$ cat src/include/i2csf_pkg.sv
/*
 * constants for the i2c status-flag block: register offsets, status bit
 * positions, reset values and the bus response codes.
 * assumes a 32-bit axi4-lite register bus and a 20 mhz block clock.
 */
// Summary of operation
// - flag missing slave ack at ack end
// - tx-active flag spans eight bits plus ack
// - collision flag clears only on re-enable
// - general call flag set on match, stop clears
// - ten-bit flag set on second byte match
// - tx write while busy: flag, drop write
// - receive into full buffer sets overflow flag
// - data/address flag tracks last received byte
// - unimplemented status bits read zero, ignore writes
`default_nettype none
package i2csf_pkg;
    // register byte offsets
    localparam logic [3:0] I2CSF_OFS_STATUS = 4'h0;
    localparam logic [3:0] I2CSF_OFS_CTRL = 4'h4;
    localparam logic [3:0] I2CSF_OFS_TXDATA = 4'h8;
    localparam logic [3:0] I2CSF_OFS_RXDATA = 4'hC;
    // status bit positions and the control enable bit
    localparam int I2CSF_B_ACKNR = 15;
    localparam int I2CSF_B_MTXACT = 14;
    localparam int I2CSF_B_BCOL = 10;
    localparam int I2CSF_B_GCALL = 9;
    localparam int I2CSF_B_TENB = 8;
    localparam int I2CSF_B_WCOL = 7;
    localparam int I2CSF_B_RXOV = 6;
    localparam int I2CSF_B_DATA = 5;
    localparam int I2CSF_B_STOP = 4;
    localparam int I2CSF_B_START = 3;
    localparam int I2CSF_B_READ = 2;
    localparam int I2CSF_B_RXFULL = 1;
    localparam int I2CSF_B_TXFULL = 0;
    localparam int I2CSF_B_ON = 15;
    // reset values
    localparam logic [15:0] I2CSF_STATUS_RST = 16'h0000;
    localparam logic [7:0] I2CSF_BYTE_RST = 8'h00;
    localparam logic I2CSF_ON_RST = 1'b0;
    // axi responses
    localparam logic [1:0] I2CSF_RESP_OKAY = 2'b00;
    localparam logic [1:0] I2CSF_RESP_SLVERR = 2'b10;
endpackage : i2csf_pkg
`default_nettype wire

$ cat src/rtl/i2csf_status.sv
/*
 * status-flag logic of a two-wire serial controller with its axi4-lite
 * register slave (status, control, tx data, rx data).
 * assumes the controller core gives one-cycle event pulses on aclk and
 * that scl/sda arrive raw from the pins.
 */
`timescale 1ns/1ps
`default_nettype none
module i2csf_status
    import i2csf_pkg::*;
(
    input wire logic aclk,
    input wire logic aresetn,
    input wire logic [3:0] s_axi_awaddr,
    input wire logic s_axi_awvalid,
    output logic s_axi_awready,
    input wire logic [31:0] s_axi_wdata,
    input wire logic [3:0] s_axi_wstrb,
    input wire logic s_axi_wvalid,
    output logic s_axi_wready,
    output logic [1:0] s_axi_bresp,
    output logic s_axi_bvalid,
    input wire logic s_axi_bready,
    input wire logic [3:0] s_axi_araddr,
    input wire logic s_axi_arvalid,
    output logic s_axi_arready,
    output logic [31:0] s_axi_rdata,
    output logic [1:0] s_axi_rresp,
    output logic s_axi_rvalid,
    input wire logic s_axi_rready,
    input wire logic scl_i,
    input wire logic sda_i,
    input wire logic core_busy_i,
    input wire logic mtx_start_i,
    input wire logic slave_ack_done_i,
    input wire logic slave_nack_i,
    input wire logic collision_i,
    input wire logic gcall_match_i,
    input wire logic ten_bit_match_i,
    input wire logic addr_match_i,
    input wire logic addr_rw_i,
    input wire logic data_byte_i,
    input wire logic rx_xfer_i,
    input wire logic [7:0] rx_shift_reg_i,
    input wire logic tx_load_i,
    output logic enable_o,
    output logic [7:0] tx_data_reg_o,
    output logic tx_buffer_full_o
);
    // write channel holding
    logic aw_held_q, w_held_q;
    logic [3:0] waddr_q;
    logic [31:0] wdata_q;
    logic [3:0] wstrb_q;
    logic wr_go;
    // flags and registers
    logic [15:0] status_word;
    logic ack_not_received_q, master_tx_active_q, bus_collision_q, general_call_seen_q;
    logic ten_bit_matched_q, tx_write_collision_q, rx_overflow_q, data_last_q, stop_seen_q;
    logic start_seen_q, read_dir_q, rx_buffer_full_q, tx_buffer_full_q;
    logic on_q, on_prev_q;
    logic [7:0] rx_data_reg_q;
    logic [2:0] scl_s_q, sda_s_q;
    logic start_det, stop_det;
    logic wr_status, wr_tx, wr_ctrl, rd_rx;
    logic tx_busy;

    // both channels accepted independently, response after both
    assign s_axi_awready = !aw_held_q && !s_axi_bvalid;
    assign s_axi_wready = !w_held_q && !s_axi_bvalid;
    assign s_axi_arready = !s_axi_rvalid;
    assign wr_go = aw_held_q && w_held_q && !s_axi_bvalid;

    always_ff @(posedge aclk) begin
        if (!aresetn) begin
            aw_held_q <= 1'b0;
            waddr_q <= 4'h0;
        end else if (s_axi_awvalid && s_axi_awready) begin
            aw_held_q <= 1'b1;
            waddr_q <= s_axi_awaddr;
        end else if (wr_go) begin
            aw_held_q <= 1'b0;
        end
    end

    always_ff @(posedge aclk) begin
        if (!aresetn) begin
            w_held_q <= 1'b0;
            wdata_q <= 32'h0000_0000;
            wstrb_q <= 4'h0;
        end else if (s_axi_wvalid && s_axi_wready) begin
            w_held_q <= 1'b1;
            wdata_q <= s_axi_wdata;
            wstrb_q <= s_axi_wstrb;
        end else if (wr_go) begin
            w_held_q <= 1'b0;
        end
    end

    // write response; unmapped addresses answer slverr
    always_ff @(posedge aclk) begin
        if (!aresetn) begin
            s_axi_bvalid <= 1'b0;
            s_axi_bresp <= I2CSF_RESP_OKAY;
        end else if (wr_go) begin
            s_axi_bvalid <= 1'b1;
            s_axi_bresp <= (waddr_q[1:0] == 2'b00) ? I2CSF_RESP_OKAY : I2CSF_RESP_SLVERR;
        end else if (s_axi_bready) begin
            s_axi_bvalid <= 1'b0;
        end
    end

    // decoded write strobes and the rx data read strobe, used by the register and flag processes
    assign wr_status = wr_go && waddr_q == I2CSF_OFS_STATUS && wstrb_q[0];
    assign wr_ctrl = wr_go && waddr_q == I2CSF_OFS_CTRL && wstrb_q[1];
    assign wr_tx = wr_go && waddr_q == I2CSF_OFS_TXDATA && wstrb_q[0];
    assign rd_rx = s_axi_arvalid && s_axi_arready && s_axi_araddr == I2CSF_OFS_RXDATA;

    // read data registered one cycle after the address is taken
    always_ff @(posedge aclk) begin
        if (!aresetn) begin
            s_axi_rvalid <= 1'b0;
            s_axi_rdata <= 32'h0000_0000;
            s_axi_rresp <= I2CSF_RESP_OKAY;
        end else if (s_axi_arvalid && s_axi_arready) begin
            s_axi_rvalid <= 1'b1;
            s_axi_rresp <= I2CSF_RESP_OKAY;
            unique case (s_axi_araddr)
                I2CSF_OFS_STATUS: s_axi_rdata <= {16'h0000, status_word};
                I2CSF_OFS_CTRL: s_axi_rdata <= {16'h0000, on_q, 15'h0000};
                I2CSF_OFS_TXDATA: s_axi_rdata <= {24'h00_0000, tx_data_reg_o};
                I2CSF_OFS_RXDATA: s_axi_rdata <= {24'h00_0000, rx_data_reg_q};
                default: begin
                    s_axi_rdata <= 32'h0000_0000;
                    s_axi_rresp <= I2CSF_RESP_SLVERR;
                end
            endcase
        end else if (s_axi_rready) begin
            s_axi_rvalid <= 1'b0;
        end
    end

    // module enable; previous value kept to see the re-enable edge
    always_ff @(posedge aclk) begin
        if (!aresetn) begin
            on_q <= I2CSF_ON_RST;
            on_prev_q <= I2CSF_ON_RST;
        end else begin
            on_prev_q <= on_q;
            if (wr_ctrl) begin
                on_q <= wdata_q[I2CSF_B_ON];
            end
        end
    end
    assign enable_o = on_q;

    // pin synchronisers; stage 0 is read only by stage 1
    always_ff @(posedge aclk) begin
        if (!aresetn) begin
            scl_s_q <= 3'b111;
            sda_s_q <= 3'b111;
        end else begin
            scl_s_q <= {scl_s_q[1:0], scl_i};
            sda_s_q <= {sda_s_q[1:0], sda_i};
        end
    end
    // sda edge while scl high marks start or stop
    assign start_det = scl_s_q[1] && scl_s_q[2] && sda_s_q[2] && !sda_s_q[1];
    assign stop_det = scl_s_q[1] && scl_s_q[2] && !sda_s_q[2] && sda_s_q[1];

    assign tx_busy = core_busy_i || master_tx_active_q || tx_buffer_full_q;
    // master transmit progress and acknowledge result
    always_ff @(posedge aclk) begin
        if (!aresetn) begin
            ack_not_received_q <= 1'b0;
            master_tx_active_q <= 1'b0;
        end else begin
            if (slave_ack_done_i) ack_not_received_q <= slave_nack_i;
            if (mtx_start_i) master_tx_active_q <= 1'b1;
            else if (slave_ack_done_i) master_tx_active_q <= 1'b0;
        end
    end
    // collision: only an off-to-on edge of the enable clears it
    always_ff @(posedge aclk) begin
        if (!aresetn) bus_collision_q <= 1'b0;
        else if (collision_i) bus_collision_q <= 1'b1;
        else if (on_q && !on_prev_q) bus_collision_q <= 1'b0;
    end
    // address match flags cleared at stop; a new match wins
    always_ff @(posedge aclk) begin
        if (!aresetn) begin
            general_call_seen_q <= 1'b0;
            ten_bit_matched_q <= 1'b0;
        end else begin
            if (gcall_match_i) general_call_seen_q <= 1'b1;
            else if (stop_det) general_call_seen_q <= 1'b0;
            if (ten_bit_match_i) ten_bit_matched_q <= 1'b1;
            else if (stop_det) ten_bit_matched_q <= 1'b0;
        end
    end
    // software-clearable flags: writing 0 clears, hardware set wins
    always_ff @(posedge aclk) begin
        if (!aresetn) begin
            tx_write_collision_q <= 1'b0;
            rx_overflow_q <= 1'b0;
        end else begin
            if (wr_tx && tx_busy) tx_write_collision_q <= 1'b1;
            else if (wr_status && !wdata_q[I2CSF_B_WCOL]) tx_write_collision_q <= 1'b0;
            if (rx_xfer_i && rx_buffer_full_q && !rd_rx) rx_overflow_q <= 1'b1;
            else if (wr_status && !wdata_q[I2CSF_B_RXOV]) rx_overflow_q <= 1'b0;
        end
    end
    // slave byte type and direction of the last address
    always_ff @(posedge aclk) begin
        if (!aresetn) begin
            data_last_q <= 1'b0;
            read_dir_q <= 1'b0;
        end else if (addr_match_i) begin
            data_last_q <= 1'b0;
            read_dir_q <= addr_rw_i;
        end else if (data_byte_i) begin
            data_last_q <= 1'b1;
        end
    end
    // start and stop flags; each clears the other, software may clear
    always_ff @(posedge aclk) begin
        if (!aresetn) begin
            stop_seen_q <= 1'b0;
            start_seen_q <= 1'b0;
        end else begin
            if (stop_det) stop_seen_q <= 1'b1;
            else if (start_det || (wr_status && !wdata_q[I2CSF_B_STOP])) stop_seen_q <= 1'b0;
            if (start_det) start_seen_q <= 1'b1;
            else if (stop_det || (wr_status && !wdata_q[I2CSF_B_START])) start_seen_q <= 1'b0;
        end
    end
    // receive buffer: overflow keeps the unread byte, read empties it
    always_ff @(posedge aclk) begin
        if (!aresetn) begin
            rx_buffer_full_q <= 1'b0;
            rx_data_reg_q <= I2CSF_BYTE_RST;
        end else if (rx_xfer_i && (!rx_buffer_full_q || rd_rx)) begin
            rx_buffer_full_q <= 1'b1;
            rx_data_reg_q <= rx_shift_reg_i;
        end else if (rd_rx) begin
            rx_buffer_full_q <= 1'b0;
        end
    end
    // transmit register: a write while busy is dropped
    always_ff @(posedge aclk) begin
        if (!aresetn) begin
            tx_buffer_full_q <= 1'b0;
            tx_data_reg_o <= I2CSF_BYTE_RST;
        end else if (wr_tx && !tx_busy) begin
            tx_buffer_full_q <= 1'b1;
            tx_data_reg_o <= wdata_q[7:0];
        end else if (tx_load_i) begin
            tx_buffer_full_q <= 1'b0;
        end
    end
    assign tx_buffer_full_o = tx_buffer_full_q;
    // status word in bit order; one driver per flag keeps lint quiet
    assign status_word = {ack_not_received_q, master_tx_active_q, 3'b000,
        bus_collision_q, general_call_seen_q, ten_bit_matched_q, tx_write_collision_q,
        rx_overflow_q, data_last_q, stop_seen_q, start_seen_q, read_dir_q,
        rx_buffer_full_q, tx_buffer_full_q};

    // checks
    a_ack_update: assert property (@(posedge aclk) disable iff (!aresetn)
        slave_ack_done_i |=> ack_not_received_q == $past(slave_nack_i))
        else $error("ack status not updated");
    a_mtx_span: assert property (@(posedge aclk) disable iff (!aresetn)
        mtx_start_i ##1 !slave_ack_done_i[*2] |-> master_tx_active_q)
        else $error("tx active dropped early");
    a_bcol_sticky: assert property (@(posedge aclk) disable iff (!aresetn)
        bus_collision_q && !(on_q && !on_prev_q) |=> bus_collision_q)
        else $error("collision flag cleared");
    a_gcall_stop: assert property (@(posedge aclk) disable iff (!aresetn)
        stop_det && !gcall_match_i |=> !general_call_seen_q)
        else $error("general call not cleared at stop");
    a_tenb_set: assert property (@(posedge aclk) disable iff (!aresetn)
        ten_bit_match_i |=> ten_bit_matched_q)
        else $error("ten-bit flag not set");
    a_wcol_drop: assert property (@(posedge aclk) disable iff (!aresetn)
        wr_tx && tx_busy |=> tx_write_collision_q && $stable(tx_data_reg_o))
        else $error("busy write not dropped");
    a_rxov_set: assert property (@(posedge aclk) disable iff (!aresetn)
        rx_xfer_i && rx_buffer_full_q && !rd_rx |=> rx_overflow_q && $stable(rx_data_reg_q))
        else $error("overflow not flagged");
    a_da_track: assert property (@(posedge aclk) disable iff (!aresetn)
        addr_match_i |=> !data_last_q)
        else $error("address match left data flag");
    a_unimpl_zero: assert property (@(posedge aclk) disable iff (!aresetn)
        $rose(s_axi_rvalid) && $past(s_axi_araddr) == I2CSF_OFS_STATUS
        |-> s_axi_rdata[31:16] == 16'h0000 && s_axi_rdata[13:11] == 3'b000)
        else $error("unimplemented bits nonzero");
    a_start_flag: assert property (@(posedge aclk) disable iff (!aresetn)
        start_det |=> start_seen_q && !stop_seen_q)
        else $error("start flag wrong");
    a_tbf_set: assert property (@(posedge aclk) disable iff (!aresetn)
        wr_tx && !tx_busy |=> tx_buffer_full_q)
        else $error("tx buffer full not set");
    c_nack: cover property (@(posedge aclk) slave_ack_done_i && slave_nack_i);
    c_overflow: cover property (@(posedge aclk) $rose(rx_overflow_q));
    c_wcol: cover property (@(posedge aclk) $rose(tx_write_collision_q));
    c_stop: cover property (@(posedge aclk) stop_det ##1 stop_seen_q);
endmodule // i2csf_status
`default_nettype wire

$ cat config.mk
export PLATFORM = sky130hd
export DESIGN_NAME = i2csf_status
export DESIGN_NICKNAME = d
export VERILOG_FILES = /design/src/include/i2csf_pkg.sv /design/src/rtl/i2csf_status.sv
export SDC_FILE = /design/constraint.sdc
export NUM_CORES = 1
export LEC_CHECK = 0
export ABC_AREA = 0
export BUFFER_PORTS_ARGS = -buffer_cell sky130_fd_sc_hd__buf_2
export CAP_MARGIN = 20
export CELL_PAD_IN_SITES_DETAIL_PLACEMENT = 1
export CELL_PAD_IN_SITES_GLOBAL_PLACEMENT = 1
export CORE_UTILIZATION = 35
export CTS_BUF_LIST = sky130_fd_sc_hd__clkbuf_16
export DETAILED_ROUTE_END_ITERATION = 6
export PLACE_DENSITY = 0.87
export SETUP_SLACK_MARGIN = 0.02
export SYNTH_ARGS = -nofsm -noshare
export SYNTH_HDL_FRONTEND = slang
export SYNTH_SLANG_ARGS = --single-unit
$ cat constraint.sdc
create_clock -name aclk -period 2.05 [get_ports aclk]
set_clock_uncertainty 0.2 [all_clocks]
set_input_delay 0.205 -clock aclk [delete_from_list [all_inputs] [get_ports aclk]]
set_output_delay 0.205 -clock aclk [all_outputs]
set_load 0.05 [all_outputs]
==> impl_results.md, run 1 <==
- Status: finished, final reports clean
- DIE AREA: 0.00899 mm^2
- Yosys warning total: 0
- Fin crit share: 0.946
- Die H: 94.8 um
- Vias per inst: 4.91
- Clock transition at path regs: 0.06 ns
- Tmin final: 1.94 ns
- Setup TNS: 0 ns
- Hold Path Class: input pin to flip-flop
- Fin area: 0.00415 mm^2
- Mapped Area: 0.00302 mm^2
- Power Density: 869 mW/mm^2
- Port Buffers: 77
- CP max FO: 9
- Worst relative slew slack: 0.584
- Crit path DAT: 1.99 ns
- Routed len/inst: 15.9 um
- Placement Cell Area: 0.00341 mm^2
- HPWL after DPL: 5490 um
- FMAX: 0.516 GHz
- Proportion of layout cells with a drive suffix above 1: 0.246
- Slew Limit Fails: 0
- Syn Inst Count: 313
- Routed Antenna Nets: 0
- Post-Route WL: 8620 um
- H-tree depth: 3
- Most common cell after layout, fill and taps aside: buf_2
- LEAKAGE: 0.00182 uW
- Worst setup margin: 0.111 ns
- RSZ-0062 raised after global routing: no
- Avg Cell Area, Syn: 9.63 um^2
- DRT iter0 DRCs: 72
- Area Growth Syn to Fin: 37.5%
- CTS buffer count: 9
- All-Layer GR Usage: 0.200
- Worst-margin pin slew: 0.624 ns
- Post-synth top area share: 0.471
- Clock latency on the worst-skew pair: 0.33 ns
- Pre-CTS WS: 0.0111 ns
- Slowest CP cell: or4b_4
- Clock tree buffer depth: 2
- CP delay by family, top: simple AND/OR/NAND/NOR gates
- Crit path buffers/inverters: 1
- Critical Path Max Stage Delay: 0.58 ns
- Final Hold Viols: 0
- Worst hold slack: 0.00205 ns
- Cell row count: 33
- Starting density of the core: 0.365
- Initial antenna violation count: 0
- Core area: 0.00826 mm^2
- CTS tree: built
- Cell Chain, Critical Path: or4b_4, nor4b_2, buf_4, mux2i_1
- Critical Path RT: 2.10 ns
- Number of global-route vias before repair: 2748
- CP Capture Type: flip-flop
- Synth Register Bits: 71
- Most frequent cells in the layout: buf_2, dfxtp_1, mux2i_1
- Final setup vio count: 0
- Largest net degree at the start of global routing: 48
- Die Wd: 94.8 um
- Largest area contributor in the netlist: dfxtp_1
- Sequential area share after synthesis: 0.471
- First-pass GRT wire length: 13400 um
- Root Buffer: clkbuf_16
- DRT Pass-1 Iters: 4
- Synth unique cells: 39
- Gr ovfl total: 0
- IO Count: 124
- # DRC: 0
- Ranking of synthesized cells by area: dfxtp_1, mux2i_1, buf_4, nand2_1, nor2_1
- Max-Cap Viols: 0
- CTS Sinks: 71
- RD Place Congestion: 0.783
- Critical path class: flip-flop to flip-flop
- Via count: 2657
- Worst setup SP type: flip-flop
- Final net count: 503
- Worst vdd ir: 0.429 mV
[tightest hold or removal path, cell delays in order]
cell      delay, ns
buf_2          0.13
clkinv_1       0.10
a21oi_1        0.05
[Yosys cell counts]
| library cell | instances |
|---|---|
| dfxtp_1 | 71 |
| mux2i_1 | 43 |
| nand2_1 | 38 |
| nor2_1 | 26 |
| buf_4 | 24 |
| clkbuf_1 | 13 |
| nand2b_1 | 13 |
| a21oi_1 | 12 |
| a22o_1 | 8 |
| o2bb2ai_1 | 8 |
| inv_1 | 6 |
| nor4b_1 | 5 |
| o21a_1 | 5 |
| and2_1 | 4 |
| nor3_1 | 4 |
| a211oi_1 | 3 |
| and4b_1 | 2 |
| nand3b_1 | 2 |
| nand4b_1 | 2 |
| nor2b_1 | 2 |
| nor4_1 | 2 |
| o21ai_0 | 2 |
| or3_1 | 2 |
| and2_0 | 1 |
| and3_1 | 1 |
| buf_2 | 1 |
| clkinv_1 | 1 |
| conb_1 | 1 |
| nand3_1 | 1 |
| nor2_2 | 1 |
| nor3b_1 | 1 |
| nor3b_2 | 1 |
| nor4b_2 | 1 |
| nor4bb_1 | 1 |
| o211ai_1 | 1 |
| o22ai_4 | 1 |
| o41ai_1 | 1 |
| or4b_1 | 1 |
| or4b_4 | 1 |
[power by group]
part	total (uW)	switching [uW]	internal, uW	leakage (uW)
registers	1490	50.5	1440	0.000581
clock network	1640	584	1050	0.000147
logic	473	288	185	0.00109
[what timing repair did]
action,4_1_cts,5_1_grt
buffers inserted,2,3
endpoints found under the setup margin,2,6
pin swaps,1,0
hold buffers,38,0
gates cloned,0,0
resized for setup,0,1
endpoints found under the hold margin,35,0
[per-layer routing]
metal  track usage  wire length, um  vias up
li1              -                -     1268
met1         0.230             3650     1292
met2         0.359             4430       83
met3        0.0338              375       14
met4        0.0909              165        0
met5             0                0        -
[sequential cells by signal, indices dropped and copies added, names as in the netlist, 2 cells and up]
register,flops
wstrb_q,2
sda_s_q,3
s_axi_rdata,13
wdata_q,9
tx_data_reg_o,8
rx_data_reg_q,8
waddr_q,4
scl_s_q,3
[stage by stage]
stage	util	instances	power, uW
detailed placement	0.413	481	1920
finish	0.502	541	3600
floorplan	-	333	1840
global placement	0.413	481	1900
CTS	0.498	537	3620
global route	0.502	540	3740
[cells by family after synthesis]
logic type	synth area share
other cells	0.00124
compound gates	0.102
simple gates	0.197
buf+inv	0.0863
flops	0.471
mux	0.143
[cell type report]
cell class | instances | area [um^2]
clock inverter | 7 | 87.6
fill | 977 | 4110
timing repair buffer | 124 | 833
antenna | 1 | 2.50
tap | 105 | 131
inverter | 7 | 26.3
multi-input combinational | 217 | 1420
clock buffer | 9 | 225
sequential | 71 | 1420
[worst paths after layout]
kind,cells after the start,slack (ns),endpoint,start
max,4,0.11,tx_data_reg_o[2]$_SDFFE_PN0P_,waddr_q[2]$_SDFFE_PN0P_
min,3,0.002,s_axi_rvalid$_SDFFE_PN0P_,aresetn
max reg2reg,4,0.11,tx_data_reg_o[2]$_SDFFE_PN0P_,waddr_q[2]$_SDFFE_PN0P_
min reg2reg,1,0.22,sda_s_q[1]$_SDFF_PN1_,sda_s_q[0]$_SDFF_PN1_
No activity file was read; power rests on OpenSTA's default activity.
==> run 2: changes to the inputs <==
CORE_UTILIZATION = 36   (was 35)
CTS_BUF_LIST = sky130_fd_sc_hd__clkbuf_8   (was sky130_fd_sc_hd__clkbuf_16)
PLACE_DENSITY = 0.89   (was 0.87)
==> run 2 against run 1 <==
Against the previous run: critical path depth unchanged; sequential power about the same; setup slack improved by 0.046 ns; fmax increased by 2.4%; wire length decreased by 6.0%; global-route usage decreased by 0.38 points; sequential share of layout area increased by 0.94 points; utilization decreased by 0.84 points; non-clock buffer count decreased by 2; sequential cell count unchanged; hold slack improved by 0.035 ns; total power decreased by 13%; largest power group is now sequential cells; highest routed layer unchanged.
==> impl_results.md, run 2 (synthesis gave the netlist of run 1 again) <==
- Status: finished, final reports clean
- Final setup vio count: 0 (unchanged)
- Die H: 93.5 um (-1.4%)
- Routed Antenna Nets: 0 (unchanged)
- Post-CTS sizing: 0 (unchanged)
- Initial antenna violation count: 0 (unchanged)
- CTS buffer count: 9 (unchanged)
- RSZ-0062 raised after global routing: no
- Worst-margin pin slew: 0.587 ns (-0.0375 ns)
- Tmin final: 1.89 ns (-0.0459 ns)
- Most flops, register: s_axi_rdata
- Proportion of layout cells with a drive suffix above 1: 0.240 (-0.00579)
- LEAKAGE: 0.00178 uW (-2.1%)
- Setup TNS: 0 ns (unchanged)
- N_diodes: 0 (-1)
- Root Buffer: clkbuf_8
- DRT Pass-1 Iters: 4 (unchanged)
- Starting density of the core: 0.369 (+0.00369)
- Gr ovfl total: 0 (unchanged)
- CTS tree: built
- RD Place Congestion: 0.757 (-3.2%)
- Critical path class: flip-flop to flip-flop
- Worst setup SP type: flip-flop
- DRT iter0 DRCs: 94 (+31%)
- Power Density: 775 mW/mm^2 (-11%)
- FMAX: 0.528 GHz (+2.4%)
- DIE AREA: 0.00875 mm^2 (-2.7%)
- Clock tree buffer depth: 2 (unchanged)
- Routed len/inst: 15.0 um (-5.5%)
- Slew Limit Fails: 0 (unchanged)
- Clock transition at path regs: 0.07 ns (about the same)
- Most common cell after layout, fill and taps aside: buf_2
- Sw frac: 0.272 (+0.0156)
- Clock latency on the worst-skew pair: 0.35 ns (+0.02 ns)
- Post-Route WL: 8100 um (-6.0%)
- Final Hold Viols: 0 (unchanged)
- CTS Sinks: 71 (unchanged)
- Max reg flops: 13 (unchanged)
- Die Wd: 93.5 um (-1.4%)
- Port Buffers: 77 (unchanged)
- Switch Pwr: 850 uW (-7.9%)
- First-pass GRT wire length: 12900 um (-4.0%)
- Final net count: 501 (-0.40%)
- Cell row count: 33 (unchanged)
- H-tree depth: 3 (unchanged)
- Worst hold slack: 0.0375 ns (+0.0355 ns)
- IO Count: 124 (unchanged)
- Number of global-route vias before repair: 2705 (-1.6%)
- Largest regs: s_axi_rdata (13), wdata_q (9)
- P_int: 2280 uW (-15%)
- Via count: 2599 (-2.2%)
- CP Capture Type: flip-flop
- Core area: 0.00818 mm^2 (-1.0%)
- HPWL after DPL: 5520 um (+0.56%)
- Area Growth Syn to Fin: 33.8%
- All-Layer GR Usage: 0.196 (-0.00377)
- Worst vdd ir: 0.408 mV (-4.9%)
- # DRC: 0 (unchanged)
- CP max FO: 10 (+1)
- Vias per inst: 4.83 (-1.6%)
- Clock share of power: 0.374 (-0.081)
- Worst relative slew slack: 0.609 (+0.0250)
- Largest net degree at the start of global routing: 48 (unchanged)
- Most frequent cells in the layout: buf_2, dfxtp_1, mux2i_1
- Hold Path Class: input pin to flip-flop
- Crit path DAT: 1.97 ns (-0.02 ns)
- Max-Cap Viols: 0 (unchanged)
- Combinational Power Share: 0.151 (+0.020)
- Power share of the sequential group: 0.475 (+0.061)
- Critical Path RT: 2.13 ns (+0.03 ns)
- Fin crit share: 0.923 (-0.0224)
## run 2: metrics by stage
step                 util  power, uW  cell area [um^2]  cells  setup WS [ns]
global route        0.494       3260              4040    538         0.0766
global placement    0.418       1900              3420    482          0.111
floorplan               -       1840              3090    333         0.0795
detailed placement  0.418       1920              3420    482         0.0561
finish              0.494       3130              4040    538          0.157
CTS                 0.491       3140              4020    537         0.0411
## run 2: worst max-delay path, stage by stage, from the launching register on
cell and delay, ns:
dfxtp_1 0.34, or4b_1 0.74, o22ai_4 0.21, buf_12 0.16, mux2i_1 0.18
## run 2: what timing repair did
action                                  in CTS  in global routing
endpoints found under the setup margin       0                  8
setup buffers                                0                  1
hold buffers                                39                  0
hold endpoints to repair                    37                  0
## run 2: cell type report
| cell class | instances | area (um^2) |
|---|---|---|
| Clock buffer | 12 | 165 |
| Clock inverter | 4 | 43.8 |
| Fill cell | 956 | 4140 |
| Inverter | 7 | 26.3 |
| Multi-Input combinational cell | 217 | 1410 |
| Sequential cell | 71 | 1420 |
| Tap cell | 105 | 131 |
| Timing Repair Buffer | 122 | 833 |
## run 2: metal layers
metal	GRT usage	routed length (um)
met5	0	0
met4	0.0795	94
met3	0.0480	385
met2	0.347	3970
met1	0.226	3650
## run 2: power groups by stage
| stage | clock network [uW] | registers (uW) | logic, uW |
|---|---|---|---|
| floorplan | 0 | 1520 | 315 |
| global placement | 0 | 1510 | 390 |
| detailed placement | 0 | 1520 | 404 |
| CTS | 1190 | 1480 | 465 |
| global route | 1260 | 1490 | 509 |
| finish | 1170 | 1490 | 473 |
## run 2: path summary, 6_finish.rpt
| check | startpoint | end | slack (ns) | depth (start not counted) |
|---|---|---|---|---|
| worst max-delay path | s_axi_rvalid$_SDFFE_PN0P_ | rx_data_reg_q[0]$_SDFFE_PN0P_ | 0.16 | 4 |
| worst min-delay path | aresetn | s_axi_rdata[15]$_SDFFE_PN0P_ | 0.04 | 3 |
| worst min register to register | scl_s_q[0]$_SDFF_PN1_ | scl_s_q[1]$_SDFF_PN1_ | 0.23 | 1 |
| worst max register to register | s_axi_rvalid$_SDFFE_PN0P_ | rx_data_reg_q[0]$_SDFFE_PN0P_ | 0.16 | 4 |
==> run 3: changes to the inputs <==
==> constraint.sdc (replaced) <==
create_clock -name aclk -period 2.05 [get_ports aclk]
set_clock_uncertainty 0.2 [all_clocks]
set_input_delay 0.41 -clock aclk [delete_from_list [all_inputs] [get_ports aclk]]
set_output_delay 0.41 -clock aclk [all_outputs]
set_load 0.05 [all_outputs]
==> run 3 against run 2 <==
Against the previous run: sequential cell count unchanged; via count fell by 6.5%; hold slack barely moved; largest power group unchanged; non-clock buffer count fell by 37; die area stayed put.
==> impl_results.md, run 3 (synthesis gave the netlist of run 1 again) <==
- Gr ovfl total: 0 (unchanged)
- Worst setup SP type: flip-flop
- H-tree depth: 3 (unchanged)
- Largest net degree at the start of global routing: 48 (unchanged)
- Final setup vio count: 0 (unchanged)
- HPWL after DPL: 5430 um (-1.6%)
- RD Place Congestion: 0.756 (-0.13%)
- Worst-case reg-to-reg path depth: 4 (unchanged)
- Hold buffers post-CTS: 0 (-100%)
- # DRC: 0 (unchanged)
- Most common cell after layout, fill and taps aside: buf_2
- # fillers: 982 (+2.7%)
- Starting density of the core: 0.369 (unchanged)
- CTS buffer count: 9 (unchanged)
- Worst hold slack: 0.0379 ns (+0.000396 ns)
- Critical path class: flip-flop to flip-flop
- Slew Limit Fails: 0 (unchanged)
- Critical Path RT: 2.13 ns (about the same)
- DRT Pass-1 Iters: 4 (unchanged)
- Worst Hold End: sda_s_q[0]$_SDFF_PN1_
- FMAX: 0.536 GHz (+1.4%)
- Reg2reg start: waddr_q[2]$_SDFFE_PN0P_
- Hold Path Class: input pin to flip-flop
- Crit path DAT: 1.95 ns (-0.02 ns)
- Routed Antenna Nets: 0 (unchanged)
- Fin crit share: 0.911 (-0.0125)
- First-pass GRT wire length: 12000 um (-7.2%)
- CTS Sinks: 71 (unchanged)
- Most flops, register: s_axi_rdata
- Core area: 0.00818 mm^2 (unchanged)
- Die H: 93.5 um (unchanged)
- Final net count: 464 (-7.4%)
- Max reg flops: 13 (unchanged)
- Port Buffers: 77 (unchanged)
- Post-CTS sizing: 0 (unchanged)
- Number of global-route vias before repair: 2410 (-11%)
- Largest regs: s_axi_rdata (13), wdata_q (9)
- Vias per inst: 4.85 (+0.36%)
- Clock latency on the worst-skew pair: 0.35 ns (about the same)
- Via count: 2429 (-6.5%)
- Initial antenna violation count: 0 (unchanged)
- Clock transition at path regs: 0.07 ns (about the same)
- Proportion of layout cells with a drive suffix above 1: 0.270 (+0.0300)
- Worst relative slew slack: 0.602 (-0.00699)
- LEAKAGE: 0.00162 uW (-8.6%)
- Clock tree buffer depth: 2 (unchanged)
- Worst Hold Depth: 2 (-1)
- Max-Cap Viols: 0 (unchanged)
- Tmin final: 1.87 ns (-0.0256 ns)
- CP max FO: 9 (-1)
- Routed len/inst: 15.1 um (+0.29%)
- Final Hold Viols: 0 (unchanged)
- CTS tree: built
- Post-Route WL: 7560 um (-6.6%)
- Setup TNS: 0 ns (unchanged)
- Area Growth Syn to Fin: 22.5%
- Cell row count: 33 (unchanged)
- Most frequent cells in the layout: buf_2, dfxtp_1, mux2i_1
- CP Capture Type: flip-flop
- Worst hold start: sda_i
- N_diodes: 0 (unchanged)
- All-Layer GR Usage: 0.183 (-0.0135)
- Die Wd: 93.5 um (unchanged)
- Worst vdd ir: 0.297 mV (-27%)
- DIE AREA: 0.00875 mm^2 (unchanged)
- Root Buffer: clkbuf_8
- Power Density: 862 mW/mm^2 (+11%)
- Worst-margin pin slew: 0.597 ns (+0.0105 ns)
- RSZ-0062 raised after global routing: no
- IO Count: 124 (unchanged)
- Reg-to-reg critical path endpoint: tx_data_reg_o[5]$_SDFFE_PN0P_
- DRT iter0 DRCs: 68 (-28%)
- Status: finished, final reports clean
- Flop2flop setup slack: 0.18 ns (+0.03 ns)
## run 3: metal layers
layer  share of wire  vias up  global-route usage
met2            0.48       70               0.305
met5               0        -                   0
met1            0.47     1151               0.229
li1                -     1195                   -
met4           0.017        0              0.0808
met3           0.041       13              0.0350
## run 3: what timing repair did
action,in CTS,in global routing
setup buffers,0,1
hold endpoints to repair,0,0
endpoints found under the setup margin,0,4
## run 3: final cells by class
| type | count | area (um^2) | share of cell area |
|---|---|---|---|
| Timing Repair Buffer | 85 | 470 | 0.127 |
| Clock buffer | 11 | 151 | 0.0410 |
| Inverter | 7 | 26.3 | 0.00711 |
| Tap cell | 105 | 131 | 0.0356 |
| Clock inverter | 5 | 80.1 | 0.0217 |
| Sequential cell | 71 | 1420 | 0.385 |
| Multi-Input combinational cell | 217 | 1410 | 0.383 |
## run 3: how the worst max path moves through the flow
stage / start / to / slack, ns / cells after the start
4_1_cts: s_axi_rvalid$_SDFFE_PN0P_ / rx_data_reg_q[5]$_SDFFE_PN0P_ / 0.07 / 4
6_report: waddr_q[2]$_SDFFE_PN0P_ / tx_data_reg_o[5]$_SDFFE_PN0P_ / 0.18 / 4
3_5_place_dp: s_axi_araddr[1] / rx_data_reg_q[2]$_SDFFE_PN0P_ / 0.003 / 5
2_1_floorplan: s_axi_bvalid$_SDFFE_PN0P_ / s_axi_awready / 0.06 / 2
5_1_grt: waddr_q[0]$_SDFFE_PN0P_ / tx_data_reg_o[4]$_SDFFE_PN0P_ / 0.09 / 4
3_3_place_gp: s_axi_araddr[1] / rx_data_reg_q[0]$_SDFFE_PN0P_ / 0.04 / 5
## run 3: through the flow
stage / cells / power (uW) / setup WS (ns) / instance area [um^2] / utilization
floorplan: 333 / 1840 / 0.0599 / 3090 / -
global placement: 484 / 1910 / 0.0352 / 3440 / 0.421
detailed placement: 484 / 1920 / 0.00252 / 3440 / 0.421
CTS: 500 / 3210 / 0.0692 / 3670 / 0.449
global route: 501 / 3320 / 0.0898 / 3690 / 0.452
finish: 501 / 3190 / 0.183 / 3690 / 0.452
## run 3: power breakdown
part	internal (uW)	switching [uW]
logic	140	274
clock network	749	537
registers	1440	47.7
total	2330	858
## run 3: critical path, stage by stage, from the launching register on
cell     delay (ns)
dfxtp_1        0.35
or4b_4         0.57
nor4b_2        0.23
buf_4          0.25
mux2i_1        0.20
